**config.mk**
```make
export PLATFORM = sky130hd
export DESIGN_NAME = aidrc_core
export DESIGN_NICKNAME = d
export VERILOG_FILES = /design/src/hdl/aidrc_pkg.sv /design/src/hdl/aidrc_core.sv
export SDC_FILE = /design/constraint.sdc
export NUM_CORES = 2
export LEC_CHECK = 0
export BUFFER_PORTS_ARGS = -buffer_cell sky130_fd_sc_hd__buf_4
export CAP_MARGIN = 15
export CORE_MARGIN = 2
export CORE_UTILIZATION = 35
export DETAILED_ROUTE_END_ITERATION = 7
export GPL_ROUTABILITY_DRIVEN = 1
export GPL_TIMING_DRIVEN = 0
export PLACE_DENSITY_LB_ADDON = 0.15
export SLEW_MARGIN = 20
export SYNTH_ARGS = -nofsm -noshare
export SYNTH_HDL_FRONTEND = slang
export SYNTH_MEMORY_MAX_BITS = 65536
export SYNTH_SLANG_ARGS = --single-unit
```
**constraint.sdc**
```tcl
create_clock -name i_clk -period 6.2 [get_ports i_clk]
set_clock_uncertainty 0.2 [all_clocks]
set_input_delay 0.62 -clock i_clk [delete_from_list [all_inputs] [get_ports i_clk]]
set_output_delay 0.62 -clock i_clk [all_outputs]
set_load 0.05 [all_outputs]
```
**src/hdl/aidrc_pkg.sv**
```systemverilog
// Shared constants for the task-file command executor: command codes,
// sector geometry, power-down timing and identify word 164 layout.
// Assumes a single 200 MHz clock.
`default_nettype none

package aidrc_pkg;
    // ------------------------------------------------------------
    // Command codes
    // ------------------------------------------------------------
    localparam logic [7:0] CMD_NOP = 8'h00;
    localparam logic [7:0] CMD_IDLE_A = 8'h97;
    localparam logic [7:0] CMD_IDLE_B = 8'he3;
    localparam logic [7:0] CMD_IDLE_NOW_A = 8'h95;
    localparam logic [7:0] CMD_IDLE_NOW_B = 8'he1;
    localparam logic [7:0] CMD_INIT_PARAMS = 8'h91;
    localparam logic [7:0] CMD_READ_BUF = 8'he4;
    localparam logic [7:0] CMD_READ_DMA = 8'hc8;

    // ------------------------------------------------------------
    // Geometry and timing
    // ------------------------------------------------------------
    localparam int SECTOR_BYTES = 512;
    localparam int SECTOR_WORDS = SECTOR_BYTES / 2;
    localparam logic [8:0] MAX_SECTORS = 9'h100;
    localparam int CLK_MHZ = 200;
    localparam int PD_TICK_MS = 5;
    localparam int AUTO_SLEEP_MS = 20;
    localparam int PD_TICK_CYCLES = PD_TICK_MS * 1000 * CLK_MHZ;
    localparam logic [7:0] AUTO_SLEEP_TICKS = 8'(AUTO_SLEEP_MS / PD_TICK_MS);

    // ------------------------------------------------------------
    // Identify word 164 field positions
    // ------------------------------------------------------------
    localparam int W164_IO_LSB = 0;
    localparam int W164_MEM_LSB = 3;
    localparam int W164_UIO_LSB = 6;
    localparam int W164_UMEM_LSB = 9;
    localparam int W164_USEL_LSB = 12;
    localparam int W164_USUP_BIT = 15;
    localparam int MAX_PIO_CODE = 3;
    localparam int MAX_UDMA_CODE = 6;

    typedef enum logic [1:0] {
        PM_ACTIVE,
        PM_IDLE,
        PM_SLEEP
    } aidrc_pm_t;
endpackage : aidrc_pkg

`default_nettype wire

```
**src/hdl/aidrc_core.sv**
```systemverilog
// Task-file command executor: idle, idle immediate, initialize parameters,
// no-op, read buffer and DMA read, plus identify word 164.
// Assumes all inputs synchronous to i_clk; media delivers sector words on a
// valid/ready stream after a sector request; LBA-style linear addressing.
//
// Contract
// - Idle: busy, idle mode, interrupt, arm timer
// - Idle with zero count disables power-down
// - Without idle command, sleep after 20 ms
// - Idle immediate: idle now, ignore parameters
// - Init params stores sectors and heads-minus-one
// - Init params ignores cylinder, sector, features
// - No-op always aborts
// - Read buffer returns sector buffer contents
// - DMA read moves 1..256 sectors, zero=256
// - DMA read sets busy, fills buffer
// - DMA request held while data available
// - DMA read interrupts only at end/error
// - Completion leaves last sector address
// - Error stops at failing sector address
// - DMA read aborted in 8-bit mode
// - Word 164 bits 2:0 I/O cycle mode
// - Word 164 bits 5:3 memory cycle mode
// - Word 164 bits 8:6 I/O UDMA max
// - Word 164 bits 11:9 memory UDMA max
// - Word 164 bits 14:12 selected UDMA mode
// - Word 164 bit 15 UDMA modes supported
// - PIO read: DRQ, clear busy, interrupt
`default_nettype none

module aidrc_core
    import aidrc_pkg::*;
#(
    parameter int TICK_CYCLES = PD_TICK_CYCLES,
    parameter int FIFO_DEPTH = 2,
    parameter logic [2:0] IO_MODE_MAX = 3'h3,
    parameter logic [2:0] MEM_MODE_MAX = 3'h3,
    parameter logic UDMA_SUPPORTED = 1'b1,
    parameter logic [2:0] UDMA_IO_MAX = 3'h4,
    parameter logic [2:0] UDMA_MEM_MAX = 3'h4
) (
    // Clock and reset
    input wire logic i_clk,
    input wire logic i_rst,
    // Task file command
    input wire logic i_cmd_valid,
    input wire logic [7:0] i_cmd_code,
    input wire logic [7:0] i_sec_count,
    input wire logic [7:0] i_sec_num,
    input wire logic [7:0] i_cyl_lo,
    input wire logic [7:0] i_cyl_hi,
    input wire logic [3:0] i_head,
    input wire logic i_xfer8_en,
    input wire logic [2:0] i_udma_sel,
    // Status and task file results
    output logic o_busy,
    output logic o_drq,
    output logic o_err,
    output logic o_abrt,
    output logic o_irq,
    output logic o_idle,
    output logic o_sleep,
    output logic [7:0] o_sec_per_trk,
    output logic [3:0] o_heads_m1,
    output logic [7:0] o_sec_num,
    output logic [7:0] o_cyl_lo,
    output logic [7:0] o_cyl_hi,
    output logic [3:0] o_head,
    output logic [15:0] o_ident_w164,
    // Host data port
    output logic o_dmareq,
    input wire logic i_dmack_n,
    input wire logic i_rd_strobe,
    output logic [15:0] o_data,
    // Media sector source
    output logic o_media_req,
    output logic [27:0] o_media_lba,
    input wire logic i_media_valid,
    input wire logic [15:0] i_media_data,
    output logic o_media_ready,
    input wire logic i_media_err
);
    // ------------------------------------------------------------
    // Elaboration checks
    // ------------------------------------------------------------
    if (TICK_CYCLES < 1 || FIFO_DEPTH != 2 || int'(IO_MODE_MAX) > MAX_PIO_CODE ||
        int'(MEM_MODE_MAX) > MAX_PIO_CODE || int'(UDMA_IO_MAX) > MAX_UDMA_CODE ||
        int'(UDMA_MEM_MAX) > MAX_UDMA_CODE) begin : g_bad_param
        $error("aidrc_core: unsupported parameter value");
    end

    typedef enum logic [1:0] {
        ST_READY,
        ST_EXEC,
        ST_DMA,
        ST_PIO
    } aidrc_state_t;

    // ------------------------------------------------------------
    // Identify word 164
    // ------------------------------------------------------------
    always_comb begin
        o_ident_w164 = 16'h0000;
        o_ident_w164[W164_IO_LSB +: 3] = IO_MODE_MAX;
        o_ident_w164[W164_MEM_LSB +: 3] = MEM_MODE_MAX;
        o_ident_w164[W164_USUP_BIT] = UDMA_SUPPORTED;
        if (UDMA_SUPPORTED) begin
            o_ident_w164[W164_UIO_LSB +: 3] = UDMA_IO_MAX;
            o_ident_w164[W164_UMEM_LSB +: 3] = UDMA_MEM_MAX;
            o_ident_w164[W164_USEL_LSB +: 3] = (i_udma_sel == 3'h7) ? 3'h0 : i_udma_sel;
        end
    end

    // ------------------------------------------------------------
    // Two-entry output buffer
    // ------------------------------------------------------------
    logic [15:0] fifo_mem [FIFO_DEPTH];
    logic fifo_wr_ptr_reg, fifo_wr_ptr_next;
    logic fifo_rd_ptr_reg, fifo_rd_ptr_next;
    logic [1:0] fifo_cnt_reg, fifo_cnt_next;
    logic fifo_push, fifo_pop, fifo_full, fifo_empty;
    logic [15:0] fifo_in;

    assign fifo_full = (fifo_cnt_reg == 2'(FIFO_DEPTH));
    assign fifo_empty = (fifo_cnt_reg == 2'h0);
    assign o_data = fifo_mem[fifo_rd_ptr_reg];

    always_comb begin
        fifo_wr_ptr_next = fifo_wr_ptr_reg ^ fifo_push;
        fifo_rd_ptr_next = fifo_rd_ptr_reg ^ fifo_pop;
        fifo_cnt_next = fifo_cnt_reg + 2'(fifo_push) - 2'(fifo_pop);
        // Words stranded by a failed read must not reach the next command
        if (!o_busy && !o_drq) begin
            fifo_rd_ptr_next = fifo_wr_ptr_reg;
            fifo_cnt_next = 2'h0;
        end
    end

    always_ff @(posedge i_clk or posedge i_rst) begin
        if (i_rst) begin
            fifo_wr_ptr_reg <= 1'b0;
            fifo_rd_ptr_reg <= 1'b0;
            fifo_cnt_reg <= 2'h0;
        end else begin
            fifo_wr_ptr_reg <= fifo_wr_ptr_next;
            fifo_rd_ptr_reg <= fifo_rd_ptr_next;
            fifo_cnt_reg <= fifo_cnt_next;
        end
    end

    always_ff @(posedge i_clk) begin
        if (fifo_push) begin
            fifo_mem[fifo_wr_ptr_reg] <= fifo_in;
        end
    end

    // ------------------------------------------------------------
    // Command sequencer
    // ------------------------------------------------------------
    aidrc_state_t state_reg, state_next;
    logic [27:0] lba_reg, lba_next;
    logic [8:0] remain_reg, remain_next;
    logic [7:0] word_idx_reg, word_idx_next;
    logic [8:0] pio_left_reg, pio_left_next;
    logic [7:0] spt_reg, spt_next;
    logic [3:0] hm1_reg, hm1_next;
    logic busy_reg, busy_next, drq_reg, drq_next;
    logic err_reg, err_next, abrt_reg, abrt_next, irq_reg, irq_next;
    logic req_reg, req_next, dma_mode;
    logic cmd_take, host_pop, sec_done, media_take;
    logic idle_cmd, idle_now_cmd;
    logic [15:0] sec_buf [SECTOR_WORDS];

    always_ff @(posedge i_clk) begin
        if (media_take) begin
            sec_buf[word_idx_reg] <= i_media_data;
        end
    end

    assign cmd_take = i_cmd_valid && (state_reg == ST_READY);
    assign idle_cmd = (i_cmd_code == CMD_IDLE_A) || (i_cmd_code == CMD_IDLE_B);
    assign idle_now_cmd = (i_cmd_code == CMD_IDLE_NOW_A) || (i_cmd_code == CMD_IDLE_NOW_B);
    assign dma_mode = (state_reg == ST_DMA);
    // DMA words need acknowledge plus strobe, PIO words only the strobe
    assign host_pop = !fifo_empty && i_rd_strobe && (dma_mode ? !i_dmack_n : (state_reg == ST_PIO));
    assign o_dmareq = dma_mode && !fifo_empty;
    assign media_take = dma_mode && req_reg && i_media_valid && !fifo_full && !i_media_err;
    assign o_media_ready = dma_mode && req_reg && !fifo_full;
    assign sec_done = media_take && (word_idx_reg == 8'(SECTOR_WORDS - 1));
    assign fifo_pop = host_pop;
    assign fifo_push = media_take || ((state_reg == ST_PIO) && pio_left_reg != 9'h0 && !fifo_full);
    assign fifo_in = media_take ? i_media_data : sec_buf[word_idx_reg];

    always_comb begin
        state_next = state_reg;
        lba_next = lba_reg;
        remain_next = remain_reg;
        word_idx_next = word_idx_reg;
        pio_left_next = pio_left_reg;
        spt_next = spt_reg;
        hm1_next = hm1_reg;
        busy_next = busy_reg;
        drq_next = drq_reg;
        err_next = err_reg;
        abrt_next = abrt_reg;
        irq_next = 1'b0;
        req_next = req_reg;
        unique case (state_reg)
            ST_READY: begin
                if (cmd_take) begin
                    busy_next = 1'b1;
                    err_next = 1'b0;
                    abrt_next = 1'b0;
                    state_next = ST_EXEC;
                    if (i_cmd_code == CMD_INIT_PARAMS) begin
                        spt_next = i_sec_count;
                        hm1_next = i_head;
                    end else if (i_cmd_code == CMD_READ_DMA && !i_xfer8_en) begin
                        lba_next = {i_head, i_cyl_hi, i_cyl_lo, i_sec_num};
                        remain_next = (i_sec_count == 8'h00) ? MAX_SECTORS : {1'b0, i_sec_count};
                        word_idx_next = 8'h00;
                        req_next = 1'b1;
                        state_next = ST_DMA;
                    end else if (i_cmd_code == CMD_READ_BUF) begin
                        word_idx_next = 8'h00;
                        pio_left_next = 9'(SECTOR_WORDS);
                        busy_next = 1'b0;
                        drq_next = 1'b1;
                        irq_next = 1'b1;
                        state_next = ST_PIO;
                    end else if (!(idle_cmd || idle_now_cmd)) begin
                        // No-op, 8-bit DMA read and unknown codes abort
                        abrt_next = 1'b1;
                        err_next = 1'b1;
                    end
                end
            end
            ST_EXEC: begin
                busy_next = 1'b0;
                irq_next = 1'b1;
                state_next = ST_READY;
            end
            ST_DMA: begin
                if (i_media_err && req_reg) begin
                    // Address stays on the failing sector
                    req_next = 1'b0;
                    err_next = 1'b1;
                    busy_next = 1'b0;
                    drq_next = 1'b0;
                    irq_next = 1'b1;
                    state_next = ST_READY;
                end else begin
                    if (media_take) begin
                        word_idx_next = word_idx_reg + 8'h01;
                    end
                    if (!fifo_empty) begin
                        busy_next = 1'b0;
                        drq_next = 1'b1;
                    end
                    if (sec_done) begin
                        remain_next = remain_reg - 9'h001;
                        if (remain_reg == 9'h001) begin
                            req_next = 1'b0;
                        end else begin
                            lba_next = lba_reg + 28'h0000001;
                        end
                    end
                    // Only the last word leaving ends the command
                    if (!req_reg && fifo_cnt_next == 2'h0) begin
                        drq_next = 1'b0;
                        busy_next = 1'b0;
                        irq_next = 1'b1;
                        state_next = ST_READY;
                    end
                end
            end
            ST_PIO: begin
                if (fifo_push) begin
                    word_idx_next = word_idx_reg + 8'h01;
                    pio_left_next = pio_left_reg - 9'h001;
                end
                if (pio_left_reg == 9'h0 && fifo_cnt_next == 2'h0) begin
                    drq_next = 1'b0;
                    state_next = ST_READY;
                end
            end
        endcase
    end

    always_ff @(posedge i_clk or posedge i_rst) begin
        if (i_rst) begin
            state_reg <= ST_READY;
            lba_reg <= 28'h0000000;
            remain_reg <= 9'h000;
            word_idx_reg <= 8'h00;
            pio_left_reg <= 9'h000;
            spt_reg <= 8'h00;
            hm1_reg <= 4'h0;
            busy_reg <= 1'b0;
            drq_reg <= 1'b0;
            err_reg <= 1'b0;
            abrt_reg <= 1'b0;
            irq_reg <= 1'b0;
            req_reg <= 1'b0;
        end else begin
            state_reg <= state_next;
            lba_reg <= lba_next;
            remain_reg <= remain_next;
            word_idx_reg <= word_idx_next;
            pio_left_reg <= pio_left_next;
            spt_reg <= spt_next;
            hm1_reg <= hm1_next;
            busy_reg <= busy_next;
            drq_reg <= drq_next;
            err_reg <= err_next;
            abrt_reg <= abrt_next;
            irq_reg <= irq_next;
            req_reg <= req_next;
        end
    end

    assign o_busy = busy_reg;
    assign o_drq = drq_reg;
    assign o_err = err_reg;
    assign o_abrt = abrt_reg;
    assign o_irq = irq_reg;
    assign o_sec_per_trk = spt_reg;
    assign o_heads_m1 = hm1_reg;
    assign {o_head, o_cyl_hi, o_cyl_lo, o_sec_num} = lba_reg;
    assign o_media_req = req_reg;
    assign o_media_lba = lba_reg;

    // ------------------------------------------------------------
    // Power-down timer
    // ------------------------------------------------------------
    localparam int TICK_W = $clog2(TICK_CYCLES + 1);
    logic [TICK_W-1:0] tick_cnt_reg, tick_cnt_next;
    logic [7:0] pd_load_reg, pd_load_next, pd_cnt_reg, pd_cnt_next;
    logic pd_en_reg, pd_en_next;
    aidrc_pm_t pm_reg, pm_next;
    logic tick;

    assign tick = (tick_cnt_reg == TICK_W'(TICK_CYCLES - 1));

    always_comb begin
        tick_cnt_next = tick ? '0 : tick_cnt_reg + TICK_W'(1);
        pd_load_next = pd_load_reg;
        pd_en_next = pd_en_reg;
        pd_cnt_next = pd_cnt_reg;
        pm_next = pm_reg;
        if (cmd_take) begin
            tick_cnt_next = '0;
            pd_cnt_next = pd_load_reg;
            pm_next = PM_ACTIVE;
            if (idle_cmd) begin
                pm_next = PM_IDLE;
                pd_en_next = (i_sec_count != 8'h00);
                pd_load_next = i_sec_count;
                pd_cnt_next = i_sec_count;
            end else if (idle_now_cmd) begin
                pm_next = PM_IDLE;
            end
        end else if (pd_en_reg && pm_reg != PM_SLEEP && state_reg == ST_READY && tick) begin
            if (pd_cnt_reg <= 8'h01) begin
                pm_next = PM_SLEEP;
                pd_cnt_next = 8'h00;
            end else begin
                pd_cnt_next = pd_cnt_reg - 8'h01;
            end
        end
    end

    always_ff @(posedge i_clk or posedge i_rst) begin
        if (i_rst) begin
            tick_cnt_reg <= '0;
            pd_load_reg <= AUTO_SLEEP_TICKS;
            pd_cnt_reg <= AUTO_SLEEP_TICKS;
            pd_en_reg <= 1'b1;
            pm_reg <= PM_ACTIVE;
        end else begin
            tick_cnt_reg <= tick_cnt_next;
            pd_load_reg <= pd_load_next;
            pd_cnt_reg <= pd_cnt_next;
            pd_en_reg <= pd_en_next;
            pm_reg <= pm_next;
        end
    end

    assign o_idle = (pm_reg == PM_IDLE);
    assign o_sleep = (pm_reg == PM_SLEEP);
endmodule : aidrc_core

`default_nettype wire

```
# Word level (Yosys, flattened, before mapping)
# Memories as Yosys holds them, arrays and structs flattened.
# Cells that the tools add are included.
[op_classes]
n_reduce_logical = 58
n_mux = 94
magnitude_cmp = 1
eq_ne = 35
bitwise_logic = 2
n_addsub = 8
[ops]
columns = ["operator", "count"]
rows = [
  ["28-bit 2-to-1 mux", 6],
  ["9-bit 2-to-1 mux", 11],
  ["8-bit 2-to-1 mux", 11],
  ["8-bit equality test (second input constant)", 8],
  ["28-bit case mux with 2 select lines", 1],
  ["1-bit 2-to-1 mux", 41],
  ["20-bit 2-to-1 mux", 2],
  ["9-bit case mux with 2 select lines", 2],
  ["28-bit by 1-bit adder with 28-bit output (second input constant)", 1],
  ["8-bit case mux with 3 select lines", 1],
  ["2-bit 2-to-1 mux", 11],
  ["7-bit AND reduction", 3],
  ["20-bit by 1-bit adder with 20-bit output (second input constant)", 1],
  ["20-bit equality test (second input constant)", 1],
  ["1-bit logical AND", 20],
  ["2-bit inequality test (second input constant)", 9],
  ["6-bit AND reduction", 3],
  ["9-bit by 1-bit subtractor with 9-bit output (second input constant)", 2],
  ["16-bit 2-to-1 mux", 1],
  ["3-bit AND reduction", 4],
  ["9-bit by 1-bit equality test with 1-bit output (second input constant)", 1],
  ["9-bit zero test", 1],
  ["3-bit by 1-bit inequality test with 1-bit output (second input constant)", 3],
  ["1-bit case mux with 3 select lines", 3],
  ["other kinds (24)", 51],
]
[word_totals]
out_inout_bits = 110
register_bits = 117
memories = 2
inputBits = 71
ram_bits = 4128
[mem_list]
columns = ["name", "depth", "word_bits", "rd", "rd_ports_with_merged_regs", "write_ports", "line_no", "rtl"]
rows = [
  ["sec_buf", 256, 16, 1, 0, 1, "aidrc_core.sv:172", "logic [15:0] sec_buf [SECTOR_WORDS];"],
  ["fifo_mem", 2, 16, 1, 0, 1, "aidrc_core.sv:117", "logic [15:0] fifo_mem [FIFO_DEPTH];"],
]

# Longest topological paths before layout
[depth]
depth_word = 14
ltp_mapped = 16

# Worst setup path before layout
# OpenSTA, ideal clock, no wires.
[synth_path]
kind = "register to register"
start = "register pio_left_reg[0]"
end = "register busy_reg, in the netlist o_busy"
synth_period_minus_slack_ns = 3.734
path_stages_with_launch = 17
arrival_time_ns = 3.410
path_slack_ns = 2.466
t_required_ns = 5.875
path_buffers = 0
setup_time_ns = 0.125
cell_sequence = "dfrtp_1 > inv_1 > ha_1 > or4b_2 > o211ai_1 > nand2_1 > inv_1 > ha_1 > inv_1 > ha_1 > xnor2_1 > xnor2_1 > o22a_1 > o211ai_1 > nand2b_1 > nor3b_1 > mux2_2"
[synth_via]
elab_chain_cells = 12
[synth_rtl]
columns = ["item", "line_no", "rtl"]
rows = [
  ["start: declaration", "aidrc_core.sv:164", "logic [8:0] pio_left_reg, pio_left_next;"],
  ["start signal: assignment", "aidrc_core.sv:310", "pio_left_reg <= pio_left_next;"],
  ["9-bit nonzero test (*)", "aidrc_core.sv:191", "assign fifo_push = media_take || ((state_reg == ST_PIO) && pio_left_reg != 9'h0 && !fifo_full);"],
  ["1-bit logical AND (*) (2 in series)", "aidrc_core.sv:191", ""],
  ["1-bit logical OR (*)", "aidrc_core.sv:191", ""],
  ["2-bit by 1-bit adder with 2-bit output (*)", "aidrc_core.sv:131", "fifo_cnt_next = fifo_cnt_reg + 2'(fifo_push) - 2'(fifo_pop);"],
  ["2-bit by 1-bit subtractor with 2-bit output (*)", "aidrc_core.sv:131", ""],
  ["2-bit 2-to-1 mux (*)", "aidrc_core.sv:133", "if (!o_busy && !o_drq) begin"],
  ["2-bit zero test (*)", "aidrc_core.sv:269", "if (!req_reg && fifo_cnt_next == 2'h0) begin"],
  ["1-bit logical AND (*)", "aidrc_core.sv:269", ""],
  ["1-bit 2-to-1 mux", "aidrc_core.sv:269", ""],
  ["1-bit 2-to-1 mux", "aidrc_core.sv:244", "if (i_media_err && req_reg) begin"],
  ["1-bit case mux with 3 select lines", "aidrc_core.sv:208", "unique case (state_reg)"],
  ["end signal: assignment", "aidrc_core.sv:313", "busy_reg <= busy_next;"],
  ["end: declaration", "aidrc_core.sv:167", "logic busy_reg, busy_next, drq_reg, drq_next;"],
]
# Mark *: on every way between the ends. The rest lies on a longest branch, timed or not.
# A chain may end at the register's enable or synchronous reset.

# Worst setup path after layout
[layout_path]
start = "register word_idx_reg[1]"
end = "memory fifo_mem[0][1], data pin"
[layout_via]
elab_chain_cells = 2
[layout_rtl]
columns = ["item", "line_no", "rtl"]
rows = [
  ["start: declaration", "aidrc_core.sv:163", "logic [7:0] word_idx_reg, word_idx_next;"],
  ["start signal: assignment", "aidrc_core.sv:309", "word_idx_reg <= word_idx_next;"],
  ["memory read 256 x 16 bit", "--", ""],
  ["16-bit 2-to-1 mux", "aidrc_core.sv:192", "assign fifo_in = media_take ? i_media_data : sec_buf[word_idx_reg];"],
  ["via fifo_in[1]", "aidrc_core.sv:122", "logic [15:0] fifo_in;"],
  ["end: declaration", "aidrc_core.sv:117", ""],
]
# The timed path passes the listed nets, and every way through them passes these cells.

==> run metrics <==
status finished with violations; failing checks negative setup slack; DRT Wirelength 642 mm; Fin. Hold Viols 0; Worst Max-Slew Pin Slew 1.28 ns; post-layout util 0.416; vias in the first global route 88.5k; CP max FO 10; First DRT Iteration DRCs 14.1k; startpoint types register; full die area 479000 um2; Post-CTS Repair Setup Buffers 0; dpl cell area 181000 um2; Filler cells 41.1k; EDFF count, synth 4128; Power Dens Cells 302 nW/um2; Setup violations, final 16; Clk pin slew, worst setup/hold paths 0.06 ns; crit share post-route 1.04; root buffer cell clkbuf_16; Area growth syn-to-layout 18.4%; Placer Congestion 0.999; wire per inst 41.3 um; largest net degree at the start of global routing 140; worst skew pair latency 1.07 ns; CTS tree done; Final Instance Area 196000 um2; dpl ws -0.310 ns; CORE AREA 471000 um2; total track usage 0.262; peak supply drop 252 uV; reg2reg start word_idx_reg[1]; clk sinks 4245; Post-DRT Antenna Nets 0; unrepaired setup endpoints after global routing false; CTS HTree Levels 5; Avg Inst Size Synth 20.7 um2; vias per inst 5.91; Main synth FF type edfxtp_1; min-delay src i_rd_strobe; max-slew violations 0; std cell rows 252; Hold Slack 0.120 ns; sequential share of the synthesized area 0.766; grt ovf 0; kind of critical path register to register; Slew headroom 0.143; Post-Synthesis Cells 8014; initial antenna violation count 62; Syn. warnings 0; Hold Path End fifo_rd_ptr_reg; die width 692 um; # Max-Cap Violations 0; share of cells above drive strength 1 0.287; global-route wire length before repair 836 mm; Clock Path Buffers 4; # IOs 181; worst-case reg-to-reg path depth 11; hold depth 6; via count 91.8k; endpoint of the worst-slack reg-to-reg timing path fifo_mem[0][1]; drt pass-1 iters 6; mapped cell area 166000 um2; Leakage 61.3 nW; FF+latch count, synth 4245; Cell variety after synth 85; count of input and output buffers 167; DR DRC count 0; Final WS setup -0.220 ns; DP HPWL 438 mm; TritonCTS buffer count 448; sum of negative setup slack -1.06 ns; DIE HEIGHT 692 um; Hold Crit Class primary input to register; max reg flops 4096; fin crit period 6.42 ns; Layout Nets 9023; R2R setup slack -0.22 ns; Worst Path Required 6.67 ns; FMAX 156 MHz; register with the most flip-flops sec_buf; initial core utilization 0.352; CP endpoint kind register; Async SR Flop Fraction 0.0276; Arrival @ worst endpoint 6.89 ns
==> worst max-delay path by stage <==
stage,from,end
5_1_grt,word_idx_reg[1],fifo_mem[0][1]
4_1_cts,word_idx_reg[1],fifo_mem[0][0]
6_report,word_idx_reg[1],fifo_mem[0][1]
3_5_place_dp,word_idx_reg[1],fifo_mem[0][11]
3_3_place_gp,word_idx_reg[2],sec_buf[39][15]
2_1_floorplan,i_rst,fifo_cnt_reg[0]
==> layout by cell type (no fill, tap or decap), drive strengths merged, types with 28 or more instances in the layout <==
| cell | count |
|---|---|
| mux4 | 943 |
| dfrtp | 114 |
| inv | 34 |
| bufinv | 35 |
| mux2i | 334 |
| nor2 | 372 |
| nor2b | 76 |
| dlygate4sd3 | 71 |
| a22oi | 75 |
| clkbuf | 739 |
| edfxtp | 4128 |
| a211oi | 130 |
| a32oi | 77 |
| and3 | 28 |
| a31oi | 43 |
| buf | 695 |
| clkinv | 200 |
| nand3 | 96 |
| a21oi | 95 |
| nand2 | 366 |
| o22a | 38 |
| o21ai | 120 |
| o22ai | 83 |
| mux2 | 53 |
==> metrics by stage <==
| stage | instances | total power, W |
|---|---|---|
| final | 15500 | 0.0593 |
| after global routing | 15500 | 0.0607 |
| after CTS | 15500 | 0.0596 |
| after detailed placement | 14600 | 0.0335 |
| after global placement | 14400 | 0.0334 |
| after floorplan | 8025 | 0.0326 |
==> where the power goes <==
group	internal, W	switching (W)	total, W
clock network	0.0148	0.0116	0.0264
logic	0.000355	0.000984	0.00134
registers	0.0315	0.0000723	0.0316
total	0.0467	0.0126	0.0593
==> worst max-delay path, cell delays in order (launching register included) <==
cell       delay (ns)
dfrtp_1          0.40
buf_2            0.32
buf_6            0.22
buf_6            0.28
buf_4            0.62
buf_4            0.47
buf_2            0.63
mux4_2           0.40
mux2i_1          0.14
o2111ai_1        0.52
nor4_1           1.21
o22ai_1          0.48
==> cells in the mapped netlist, drive strengths merged (38+ instances only) <==
library cell,count,area (um2)
a211oi,130,988
a21oi,95,475
a22oi,75,563
a31oi,43,269
a32oi,77,693
buf,311,1940
clkbuf,179,672
dfrtp,114,2850
edfxtp,4128,124000
mux2,53,597
mux2i,334,3340
mux4,943,21200
nand2,366,1380
nand3,96,485
nor2,372,1400
nor2b,76,475
o21ai,120,601
o22a,38,333
o22ai,83,519
==> cells by family (layout without fill, tap and decap cells) <==
logic type,Yosys count,in the layout,synth area share
other,2,37,0.0000453
AND/OR/NAND/NOR,1080,1080,0.0294
flip-flops,4245,4245,0.766
adder cells (fa/ha/maj),21,21,0.00159
buffers and inverters,518,1788,0.0164
XOR/XNOR,31,31,0.00164
multiplexers,1330,1330,0.152
AO/OA/AOI/OAI,787,787,0.0335
==> timing repair <==
item	in CTS	in global routing
endpoints found under the setup margin	6	0
hold endpoints to repair	942	0
gates resized for setup	3	0
hold buffers	71	0
==> routing by layer <==
layer  wire length, um  up-vias  track usage
li1                  -    35300            -
met1            248000    49900        0.343
met2            290000     5338        0.401
met3             62500     1305       0.0643
met4             41000       29        0.142
met5               226        -            0
==> layout make-up <==
cell class | count | area [um2] | area share
Antenna cell | 24 | 60.1 | 0.000306
Clock inverter | 255 | 2360 | 0.0120
Inverter | 28 | 113 | 0.000574
Sequential cell | 4245 | 127000 | 0.647
Clock buffer | 559 | 11700 | 0.0597
Buffer | 490 | 2730 | 0.0139
Multi-Input combinational cell | 3262 | 38100 | 0.194
Tap cell | 6223 | 7790 | 0.0397
Timing Repair Buffer | 456 | 6510 | 0.0332
(Power assumes the default switching activity.)
